### src/hdlc_tx_defines.vh
`ifndef HDLC_TX_DEFINES_VH
`define HDLC_TX_DEFINES_VH

// Register addresses (byte addresses on the local bus)
`define ADDR_TX_LINK_CONFIG 8'h94
`define ADDR_TX_FIFO_DATA 8'h96
`define ADDR_LINK_PORT_STATUS 8'h98
`define ADDR_LINK_HANDSHAKE_CMD 8'h9a
`define ADDR_LINK_VECTOR_MASK 8'h9c

// Reset values
`define CFG_RESET 16'h0000
`define STATUS_RESET 16'h2000
`define MASK_RESET 8'h00

// tx_link_config fields
`define CFG_MSG_END_STROBE_POLARITY 10
`define CFG_TX_REQUEST_POLARITY 9
`define CFG_DMA 8
`define CFG_INV 3
`define CFG_CRCOFF 2
`define CFG_SF 1
`define CFG_XON 0
`define CFG_WMASK 16'h070f

// link_handshake_cmd fields
`define HND_RMC 8
`define HND_ABORT 6
`define HND_TX_PORT_RESET 5
`define HND_XHF 2
`define HND_XME 0

// link_port_status fields
`define ST_XFW 13
`define ST_RBC_LO 8
`define ST_STAT_LO 0

// link_vector_mask fields
`define MSK_ALL_SENT_MASK 5
`define MSK_XDU 4
`define MSK_XPR 3
`define MSK_RPF 2
`define MSK_RME 1
`define MSK_WMASK 8'h3e

// Receive status codes
`define RX_ST_VALID 5'h00
`define RX_ST_OVFL 5'h01
`define RX_ST_ABORT 5'h02
`define RX_ST_NOCT 5'h03
`define RX_ST_CRC 5'h04
`define RX_ST_OFF 5'h05

// FIFO geometry: two pages of 16 words (32 bytes)
`define PAGE_WORDS 5'h10
`define WADDR_W 5

// HDLC constants
`define FLAG_BYTE 8'h7e
`define ABORT_BYTE 8'hff
`define CRC_INIT 16'hffff
`define CRC_POLY 16'h8408
`define CRC_XOR 16'hffff
`define ONES_STUFF 3'h5

`endif

### src/tx_page_ram.v
`timescale 1ns/100ps
// ==========================================
// Two-page transmit word store, registered read
module tx_page_ram (
    // Clock
    input wire clk,
    // Write port
    input wire wr_en,
    input wire [4:0] wr_addr,
    input wire [15:0] wr_data,
    input wire [1:0] wr_be,
    // Read port
    input wire [4:0] rd_addr,
    output reg [15:0] rd_data
);
    reg [15:0] mem [0:31];

    always @(posedge clk) begin
        if (wr_en && wr_be[0]) begin
            mem[wr_addr][7:0] <= wr_data[7:0];
        end
        if (wr_en && wr_be[1]) begin
            mem[wr_addr][15:8] <= wr_data[15:8];
        end
        rd_data <= mem[rd_addr];
    end
endmodule // tx_page_ram

### src/cbit_path_hdlc_controller.v
`timescale 1ns/100ps
`include "hdlc_tx_defines.vh"

// What this block does
// - Message-end strobe is active low when its polarity bit is 0, else high.
// - DMA request output is active low when its polarity bit is 0, else high.
// - DMA enable bit set makes the device request data via the DMA request.
// - Inversion bit set flips every transmitted bit toward the framer.
// - CRC is appended when CRC-off bit is 0, omitted when 1.
// - Shared-flag bit set lets one flag close a frame and open the next.
// - Transmitter works only while the transmitter-on bit is 1.
// - Transmit FIFO is two 32-byte pages; host sees one of 16 words.
// - Each FIFO word is sent from bit 0 up to bit 15.
// - Status bit 13 shows FIFO writable; status resets to 2000 hex.
// - Five-bit receive byte count, cleared by the page release command.
// - Byte count zero with pool-full or message-end means 32 bytes.
// - Receive status codes: good, overflow, abort, not octet, CRC, off.
// - Receiver-off status is given at the first flag after disabling.
// - Receive command with any transmit command drops the transmit commands.
// - Host releases a receive page by writing the release bit after reading.
// - Abort bit aborts the frame being transmitted.
// - Transmitter reset beats other transmit commands, keeps configuration.
// - Frame command without end sends an unfinished frame; needed over 32 bytes.
// - Frame command with end sends rest, CRC if enabled, then closing flag.
// - Mask bits 5..1 suppress their vectors when 1, allow when 0.
// - DMA request asserts while the DMA and transmitter-on bits are 1 and the transmit FIFO has free space.
module cbit_path_hdlc_controller (
    // Clock and reset
    input wire clk,
    input wire rstn,
    // Local register port
    input wire reg_wr,
    input wire reg_rd,
    input wire [7:0] reg_addr,
    input wire [15:0] reg_wdata,
    input wire [1:0] reg_be,
    output reg [15:0] reg_rdata,
    // DMA pins
    input wire dma_msg_end_strobe,
    output reg tx_dma_request,
    // Serial bit toward the transmit framer
    input wire tx_bit_req,
    output reg tx_bit,
    // Receive side status from the receive controller
    input wire rx_page_ready,
    input wire [4:0] rx_byte_count_in,
    input wire [4:0] rx_status_in,
    output reg rx_page_release,
    // Interrupt vector pulses
    output reg vec_all_sent,
    output reg vec_tx_underrun,
    output reg vec_tx_pool_ready,
    output reg vec_rx_pool_full,
    output reg vec_rx_msg_end,
    input wire rx_pool_full_evt,
    input wire rx_msg_end_evt
);
    localparam [4:0] S_IDLE = 5'b00001;
    localparam [4:0] S_DATA = 5'b00010;
    localparam [4:0] S_CRC = 5'b00100;
    localparam [4:0] S_FLAG = 5'b01000;
    localparam [4:0] S_ABRT = 5'b10000;

    // ==========================================
    // Synchronised pins
    reg dma_msg_end_strobe_s1_q, dma_msg_end_strobe_s2_q;
    reg req_s1_q, req_s2_q, req_s3_q;
    always @(posedge clk) begin
        dma_msg_end_strobe_s1_q <= dma_msg_end_strobe;
        dma_msg_end_strobe_s2_q <= dma_msg_end_strobe_s1_q;
        req_s1_q <= tx_bit_req;
        req_s2_q <= req_s1_q;
        req_s3_q <= req_s2_q;
    end

    // ==========================================
    // Registers
    reg [15:0] cfg_q;
    reg [7:0] mask_q;
    reg [4:0] rbc_q;
    reg [4:0] stat_q;
    wire dma_msg_end_strobe_act = dma_msg_end_strobe_s2_q ^ ~cfg_q[`CFG_MSG_END_STROBE_POLARITY];
    wire wr_cfg = reg_wr && reg_addr == `ADDR_TX_LINK_CONFIG;
    wire wr_fifo = reg_wr && reg_addr == `ADDR_TX_FIFO_DATA;
    wire wr_hnd = reg_wr && reg_addr == `ADDR_LINK_HANDSHAKE_CMD;
    wire wr_msk = reg_wr && reg_addr == `ADDR_LINK_VECTOR_MASK;
    wire cmd_rmc = wr_hnd && reg_wdata[`HND_RMC];
    wire tx_cmds_ok = wr_hnd && !reg_wdata[`HND_RMC];
    wire cmd_tx_port_reset = tx_cmds_ok && reg_wdata[`HND_TX_PORT_RESET];
    wire cmd_abort = tx_cmds_ok && !reg_wdata[`HND_TX_PORT_RESET] && reg_wdata[`HND_ABORT];
    // Frame command; end flag alone is ignored
    wire cmd_xhf = tx_cmds_ok && !reg_wdata[`HND_TX_PORT_RESET] && reg_wdata[`HND_XHF];
    wire cmd_xme = reg_wdata[`HND_XME];

    always @(posedge clk) begin
        if (!rstn) begin
            cfg_q <= `CFG_RESET;
            mask_q <= `MASK_RESET;
            rbc_q <= 5'h00;
            stat_q <= `RX_ST_VALID;
            rx_page_release <= 1'b0;
        end else begin
            if (wr_cfg) begin
                cfg_q <= reg_wdata & `CFG_WMASK;
            end
            if (wr_msk) begin
                mask_q <= reg_wdata[7:0] & `MSK_WMASK;
            end
            rx_page_release <= cmd_rmc;
            // Count and status come from the receive side; 0 with a vector means 32
            if (rx_page_ready) begin
                rbc_q <= rx_byte_count_in;
                stat_q <= rx_status_in;
            end else if (cmd_rmc) begin
                rbc_q <= 5'h00;
            end
        end
    end

    // ==========================================
    // Paged transmit FIFO: 32 words, byte counted
    reg [5:0] wbyte_q;   // host write pointer, in bytes
    reg [5:0] rbyte_q;   // serializer read pointer, in bytes
    reg [5:0] commit_q;  // bytes released for sending
    reg [5:0] wstart_q;  // first byte of the page being filled
    reg end_pend_q;
    wire [5:0] fill = wbyte_q - rbyte_q;
    wire [5:0] page_fill = wbyte_q - wstart_q;
    // Room in the host-visible page; writes are taken only while transmitter is on
    wire room = page_fill < 6'h20 && fill < 6'h3f;
    wire can_write = cfg_q[`CFG_XON] && room;
    wire byte_wr = reg_be != 2'b11;
    wire [15:0] ram_q;
    wire [4:0] ram_raddr = rbyte_q[5:1];
    wire fifo_we = wr_fifo && can_write;
    wire [15:0] fifo_wd = byte_wr && wbyte_q[0] ? {reg_wdata[7:0], 8'h00} : reg_wdata;
    wire [1:0] fifo_be = byte_wr ? (wbyte_q[0] ? 2'b10 : 2'b01) : 2'b11;

    tx_page_ram u_ram (
        .clk(clk),
        .wr_en(fifo_we),
        .wr_addr(wbyte_q[5:1]),
        .wr_data(fifo_wd),
        .wr_be(fifo_be),
        .rd_addr(ram_raddr),
        .rd_data(ram_q)
    );

    // ==========================================
    // Serializer
    reg [4:0] st_q;
    reg [15:0] crc_q;
    reg [7:0] sh_q;
    reg [3:0] bcnt_q;
    reg [2:0] ones_q;
    reg [3:0] ccnt_q;
    reg open_q;
    wire bit_tick = req_s2_q ^ req_s3_q;

    function [15:0] crc_step;
        input [15:0] c;
        input b;
        begin
            crc_step = c[0] ^ b ? (c >> 1) ^ `CRC_POLY : c >> 1;
        end
    endfunction

    wire [15:0] crc_out = crc_q ^ `CRC_XOR;
    wire stuff_now = ones_q == `ONES_STUFF;
    wire cur_bit = rbyte_q[0] ? ram_q[8 + bcnt_q[2:0]] : ram_q[bcnt_q[2:0]];
    wire have_byte = rbyte_q != commit_q;

    always @(posedge clk) begin
        if (!rstn || cmd_tx_port_reset || !cfg_q[`CFG_XON]) begin
            st_q <= S_IDLE;
            wbyte_q <= 6'h00;
            rbyte_q <= 6'h00;
            commit_q <= 6'h00;
            wstart_q <= 6'h00;
            end_pend_q <= 1'b0;
            crc_q <= `CRC_INIT;
            sh_q <= `FLAG_BYTE;
            bcnt_q <= 4'h0;
            ones_q <= 3'h0;
            ccnt_q <= 4'h0;
            open_q <= 1'b0;
            tx_bit <= 1'b0;
            vec_all_sent <= 1'b0;
            vec_tx_underrun <= 1'b0;
        end else begin
            vec_all_sent <= 1'b0;
            vec_tx_underrun <= 1'b0;
            if (fifo_we) begin
                wbyte_q <= wbyte_q + (byte_wr ? 6'h01 : 6'h02);
            end
            if (cmd_xhf || (cfg_q[`CFG_DMA] && fifo_we && dma_msg_end_strobe_act)) begin
                commit_q <= fifo_we ? wbyte_q + (byte_wr ? 6'h01 : 6'h02) : wbyte_q;
                wstart_q <= fifo_we ? wbyte_q + (byte_wr ? 6'h01 : 6'h02) : wbyte_q;
                end_pend_q <= cfg_q[`CFG_DMA] ? 1'b1 : cmd_xme;
            end
            if (cmd_abort && st_q != S_IDLE) begin
                st_q <= S_ABRT;
                ccnt_q <= 4'h0;
                rbyte_q <= commit_q;
                end_pend_q <= 1'b0;
            end else if (bit_tick) begin
                case (st_q)
                    S_IDLE: begin
                        tx_bit <= sh_q[bcnt_q[2:0]] ^ cfg_q[`CFG_INV];
                        bcnt_q <= {1'b0, bcnt_q[2:0] + 3'h1};
                        if (bcnt_q[2:0] == 3'h7 && have_byte) begin
                            st_q <= S_DATA;
                            crc_q <= `CRC_INIT;
                            ones_q <= 3'h0;
                            open_q <= 1'b1;
                        end
                    end
                    S_DATA: begin
                        if (stuff_now) begin
                            tx_bit <= cfg_q[`CFG_INV];
                            ones_q <= 3'h0;
                        end else begin
                            tx_bit <= cur_bit ^ cfg_q[`CFG_INV];
                            crc_q <= crc_step(crc_q, cur_bit);
                            ones_q <= cur_bit ? ones_q + 3'h1 : 3'h0;
                            bcnt_q <= {1'b0, bcnt_q[2:0] + 3'h1};
                            if (bcnt_q[2:0] == 3'h7) begin
                                rbyte_q <= rbyte_q + 6'h01;
                                if (rbyte_q + 6'h01 == commit_q) begin
                                    if (end_pend_q) begin
                                        st_q <= cfg_q[`CFG_CRCOFF] ? S_FLAG : S_CRC;
                                        ccnt_q <= 4'h0;
                                    end else if (commit_q == wbyte_q) begin
                                        st_q <= S_ABRT;
                                        ccnt_q <= 4'h0;
                                        vec_tx_underrun <= !mask_q[`MSK_XDU];
                                    end
                                end
                            end
                        end
                    end
                    S_CRC: begin
                        if (stuff_now) begin
                            tx_bit <= cfg_q[`CFG_INV];
                            ones_q <= 3'h0;
                        end else begin
                            tx_bit <= crc_out[ccnt_q] ^ cfg_q[`CFG_INV];
                            ones_q <= crc_out[ccnt_q] ? ones_q + 3'h1 : 3'h0;
                            ccnt_q <= ccnt_q + 4'h1;
                            if (ccnt_q == 4'hf) begin
                                st_q <= S_FLAG;
                                bcnt_q <= 4'h0;
                            end
                        end
                    end
                    S_FLAG: begin
                        tx_bit <= sh_q[bcnt_q[2:0]] ^ cfg_q[`CFG_INV];
                        bcnt_q <= {1'b0, bcnt_q[2:0] + 3'h1};
                        if (bcnt_q[2:0] == 3'h7) begin
                            end_pend_q <= 1'b0;
                            open_q <= 1'b0;
                            vec_all_sent <= !have_byte && !mask_q[`MSK_ALL_SENT_MASK];
                            // Shared flag lets the next frame start right away
                            if (have_byte && cfg_q[`CFG_SF]) begin
                                st_q <= S_DATA;
                                crc_q <= `CRC_INIT;
                                ones_q <= 3'h0;
                            end else begin
                                st_q <= S_IDLE;
                            end
                        end
                    end
                    default: begin
                        tx_bit <= ~cfg_q[`CFG_INV];
                        ccnt_q <= ccnt_q + 4'h1;
                        if (ccnt_q == 4'h7) begin
                            st_q <= S_IDLE;
                            bcnt_q <= 4'h0;
                            open_q <= 1'b0;
                        end
                    end
                endcase
            end
        end
    end

    // ==========================================
    // Status, DMA request and vector outputs
    reg xfw_prev_q;
    always @(posedge clk) begin
        if (!rstn) begin
            tx_dma_request <= 1'b1;
            xfw_prev_q <= 1'b1;
            vec_tx_pool_ready <= 1'b0;
            vec_rx_pool_full <= 1'b0;
            vec_rx_msg_end <= 1'b0;
        end else begin
            // Request while DMA and transmitter are on and room remains
            tx_dma_request <= (cfg_q[`CFG_DMA] && can_write) ~^ cfg_q[`CFG_TX_REQUEST_POLARITY];
            xfw_prev_q <= room;
            vec_tx_pool_ready <= room && !xfw_prev_q && !mask_q[`MSK_XPR];
            vec_rx_pool_full <= rx_pool_full_evt && !mask_q[`MSK_RPF];
            vec_rx_msg_end <= rx_msg_end_evt && !mask_q[`MSK_RME];
        end
    end

    always @(posedge clk) begin
        if (!rstn) begin
            reg_rdata <= 16'h0000;
        end else if (reg_rd) begin
            if (reg_addr == `ADDR_TX_LINK_CONFIG) begin
                reg_rdata <= cfg_q;
            end else if (reg_addr == `ADDR_LINK_PORT_STATUS) begin
                reg_rdata <= {2'b00, xfw_prev_q, rbc_q, 3'b000, stat_q};
            end else if (reg_addr == `ADDR_LINK_VECTOR_MASK) begin
                reg_rdata <= {8'h00, mask_q};
            end else begin
                reg_rdata <= 16'h0000;
            end
        end
    end
endmodule // cbit_path_hdlc_controller

### config.mk
export PLATFORM = sky130hd
export DESIGN_NAME = cbit_path_hdlc_controller
export DESIGN_NICKNAME = d
export VERILOG_FILES = /design/src/tx_page_ram.v /design/src/cbit_path_hdlc_controller.v
export VERILOG_INCLUDE_DIRS = /design/src /design/src/src
export SDC_FILE = /design/constraint.sdc
export NUM_CORES = 1
export LEC_CHECK = 0
export BUFFER_PORTS_ARGS = -buffer_cell sky130_fd_sc_hd__buf_2
export CAP_MARGIN = 20
export CORE_MARGIN = 2
export CORE_UTILIZATION = 40
export CTS_CLUSTER_SIZE = 30
export DETAILED_ROUTE_END_ITERATION = 8
export REMOVE_ABC_BUFFERS = 1
export SLEW_MARGIN = 15
export SYNTH_ARGS = -nofsm -noshare
export SYNTH_HDL_FRONTEND = slang
export SYNTH_SLANG_ARGS = --single-unit
### constraint.sdc
create_clock -name clk -period 4.5 [get_ports clk]
set_input_delay 0.225 -clock clk [delete_from_list [all_inputs] [get_ports clk]]
set_output_delay 0.225 -clock clk [all_outputs]
set_load 0.01 [all_outputs]
==> out/results.ini <==
[status]
outcome = complete, no violations

[min_path]
hold_path.class = input port to flip-flop

[sta]
clock-skew-final_ns = 0.0211
setup-violations-final = 0
hold_viol_final = 0
max-slew-margin-rel = 0.284
max_slew.worst_pin.slew_ns = 1.07
rsz0062_at_grt = no
layout_worst_path_cycle_share = 0.837
min_period_ns = 3.77
hold_ws_ns = 0.0203
final_setup_margin_ns = 0.735
finalMaxSlewViolations = 0
achievable-frequency_ghz = 0.266
finalSetupTns_ns = 0

[pwr]
cellPowerDensity_nw_per_um2 = 405
irDropWorstVdd_mv = 0.240
post-layout-total-power_mw = 11.9
p_leak_nw = 9.22

[synth]
yosys_register_bits = 627
synth_cells = 1478
post_synth.cell_area_avg_um2 = 17.4
synthDominantAreaCellType = edfxtp_1
synth_sequential_area_ratio = 0.689
synth.cell_area_um2 = 25700
synth.top_cells.by_area = edfxtp_1 (60%), mux4_2 (15%), dfxtp_1 (9.0%)
synth.most_common_cell = edfxtp_1
post-synth-top-area-fraction = 0.599
synth-warning-count = 0
yosys.cell_types.count = 86
synthFlopType = edfxtp_1
synth_common_cells = edfxtp_1 (512), mux4_2 (166), nor2_1 (139), dfxtp_1 (115), nand2_1 (44)
synth_edf_count = 512
proportion_of_register_bits_with_asynchronous_set_or_reset_after_synthesis = 0

[clocking]
htree_levels = 3
cts_made_buffers = 66
post-cts-setup-buffer-count = 0
ctsRootBufferMaster = clkbuf_16
tritoncts = done
path_clk_slew_ns = 0.06
cts_sinks = 627
clkLatencyLatePin_ns = 0.60
clock_path_buffers = 3

[layout]
final_net_count = 1658
finalNonFillerCells = 2490
post_route_cells_drive_above_1_share = 0.265
syn2layout_area_growth_pct = 14.8
fillerInstances = 5362
antenna_cells = 0

[floorplan]
initial_core_util = 0.405
num_rows = 92
die_h_um = 257
die_area_um2 = 66200
die_w_um = 257
io-pin-count = 69
core_um2 = 63300

[global_route]
antenna_found_initial = 0
first_global_vias = 14000
gr-usage-all-layers = 0.182
wire_length_of_the_first_global_routing_pass_um = 90800
grt-ovfl-total = 0
pin_count_of_the_biggest_net_entering_global_routing = 118

[worst_setup_path]
timing.critical_path.cells = inv_1 -> ha_1 -> and3b_1 -> or3_1 -> a31oi_1 -> nand3_1 -> or4_1 -> nor2_1
critical_path.startpoint_type = flip-flop
timing.setup.critical_path_class = flip-flop to flip-flop
timing.critical_path.slowest_stage_cell = or4_1
worst-endpoint-required_ns = 4.71
slowest_delay_ns = 0.77
critPathArrivalTime_ns = 3.98
setup.worst_path.end_class = flip-flop
path_max_fanout = 18

[placement]
post-dp-hpwl_um = 38300
buffer_ports.inserted = 64
routabilityCongestion = 0.858
pre_cts_slack_ns = 0.709
dp.cells = 2344

[routing]
detail_route.iter0.violations = 1364
num_vias = 13900
postRouteWirelength_um = 59800
drt-wirelength-per-cell_um = 24.0
final_antenna_net_count = 0
drc = 0
drtPass1Iterations = 5
post_drt_via_cell_ratio = 5.57

[flow_run]
cap_violations = 0

[sequential cells by signal, indices dropped and copies added, names as in the netlist, 3 cells and up, named ones only]
name and count:
reg_rdata 12, rbyte_q 6, stat_q 5, wbyte_q 6, rbc_q 5, bcnt_q 3, wstart_q 6, u_ram.rd_data 16
cfg_q 7, mask_q 5, ones_q 3, ccnt_q 4, u_ram.mem 512, crc_q 16, st_q 5
[metrics by stage]
| step | cell area [µm²] | utilization |
|---|---|---|
| 6_report | 29500 | 0.465 |
| 5_1_grt | 29500 | 0.465 |
| 4_1_cts | 29500 | 0.465 |
| 3_5_place_dp | 27000 | 0.427 |
| 3_3_place_gp | 27000 | 0.427 |
| 2_1_floorplan | 25300 | - |
[critical path: cells and delay by family (launching register included)]
family | cells | cell delay, ns
AO/OA/AOI/OAI | 1 | 0.27
adder cells (fa/ha/maj) | 1 | 0.30
buffers and inverters | 1 | 0.14
flip-flops | 1 | 0.58
AND/OR/NAND/NOR | 5 | 2.10
[worst paths after layout]
check / start / slack (ns) / depth (start not counted) / end
worst min-delay path: reg_wdata[3] / 0.02 / 3 / mask_q[3]
worst max-delay path: rbyte_q[1] / 0.73 / 8 / u_ram.mem[21][11]
worst min register to register: req_s1_q / 0.33 / 0 / req_s2_q
worst max register to register: rbyte_q[1] / 0.73 / 8 / u_ram.mem[21][11]
[cells by family after synthesis]
logic type | after synthesis | synth area share
compound gates | 134 | 0.0367
xor+xnor | 30 | 0.0111
fa+ha+maj | 21 | 0.0108
buf+inv | 106 | 0.0182
flops | 627 | 0.689
mux | 216 | 0.166
other cells | 1 | 0.000146
simple gates | 343 | 0.0678
[power breakdown]
| part | total (mW) | switching (mW) | internal, mW | leakage [nW] |
|---|---|---|---|---|
| registers | 6.27 | 0.00446 | 6.27 | 5.54 |
| clock network | 5.47 | 2.22 | 3.25 | 1.07 |
| logic | 0.189 | 0.137 | 0.0515 | 2.61 |
[cell usage in the layout, fill, tap and decap left out, drive strengths merged, types with 27 or more instances in the layout]
master    n
nand2    44
buf     101
edfxtp  512
nor2    140
mux2     27
a21oi    33
clkbuf   87
o21ai    30
nor3     30
mux4    166
dfxtp   115
[per-layer routing]
metal	vias up	share of wire	track usage	routed length (µm)
met5	-	0	0	0
met2	431	0.48	0.291	28800
li1	6128	-	-	-
met4	0	0.016	0.0450	946
met1	7238	0.45	0.261	26900
met3	67	0.053	0.0291	3190
[what timing repair did]
item / 4_1_cts / 5_1_grt
resized for setup: 0 / 0
hold buffers: 26 / 0
endpoints found under the hold margin: 25 / 0
[cell type report]
cell class | count | area [µm²] | share of cell area
sequential | 627 | 17700 | 0.600
multi-input combinational | 748 | 7570 | 0.257
clock buffer | 87 | 1800 | 0.0612
tap | 846 | 1060 | 0.0359
timing repair buffer | 127 | 871 | 0.0296
clock inverter | 33 | 382 | 0.0130
inverter | 22 | 82.6 | 0.00280
Note: power is estimated with default switching activity, not from simulation.
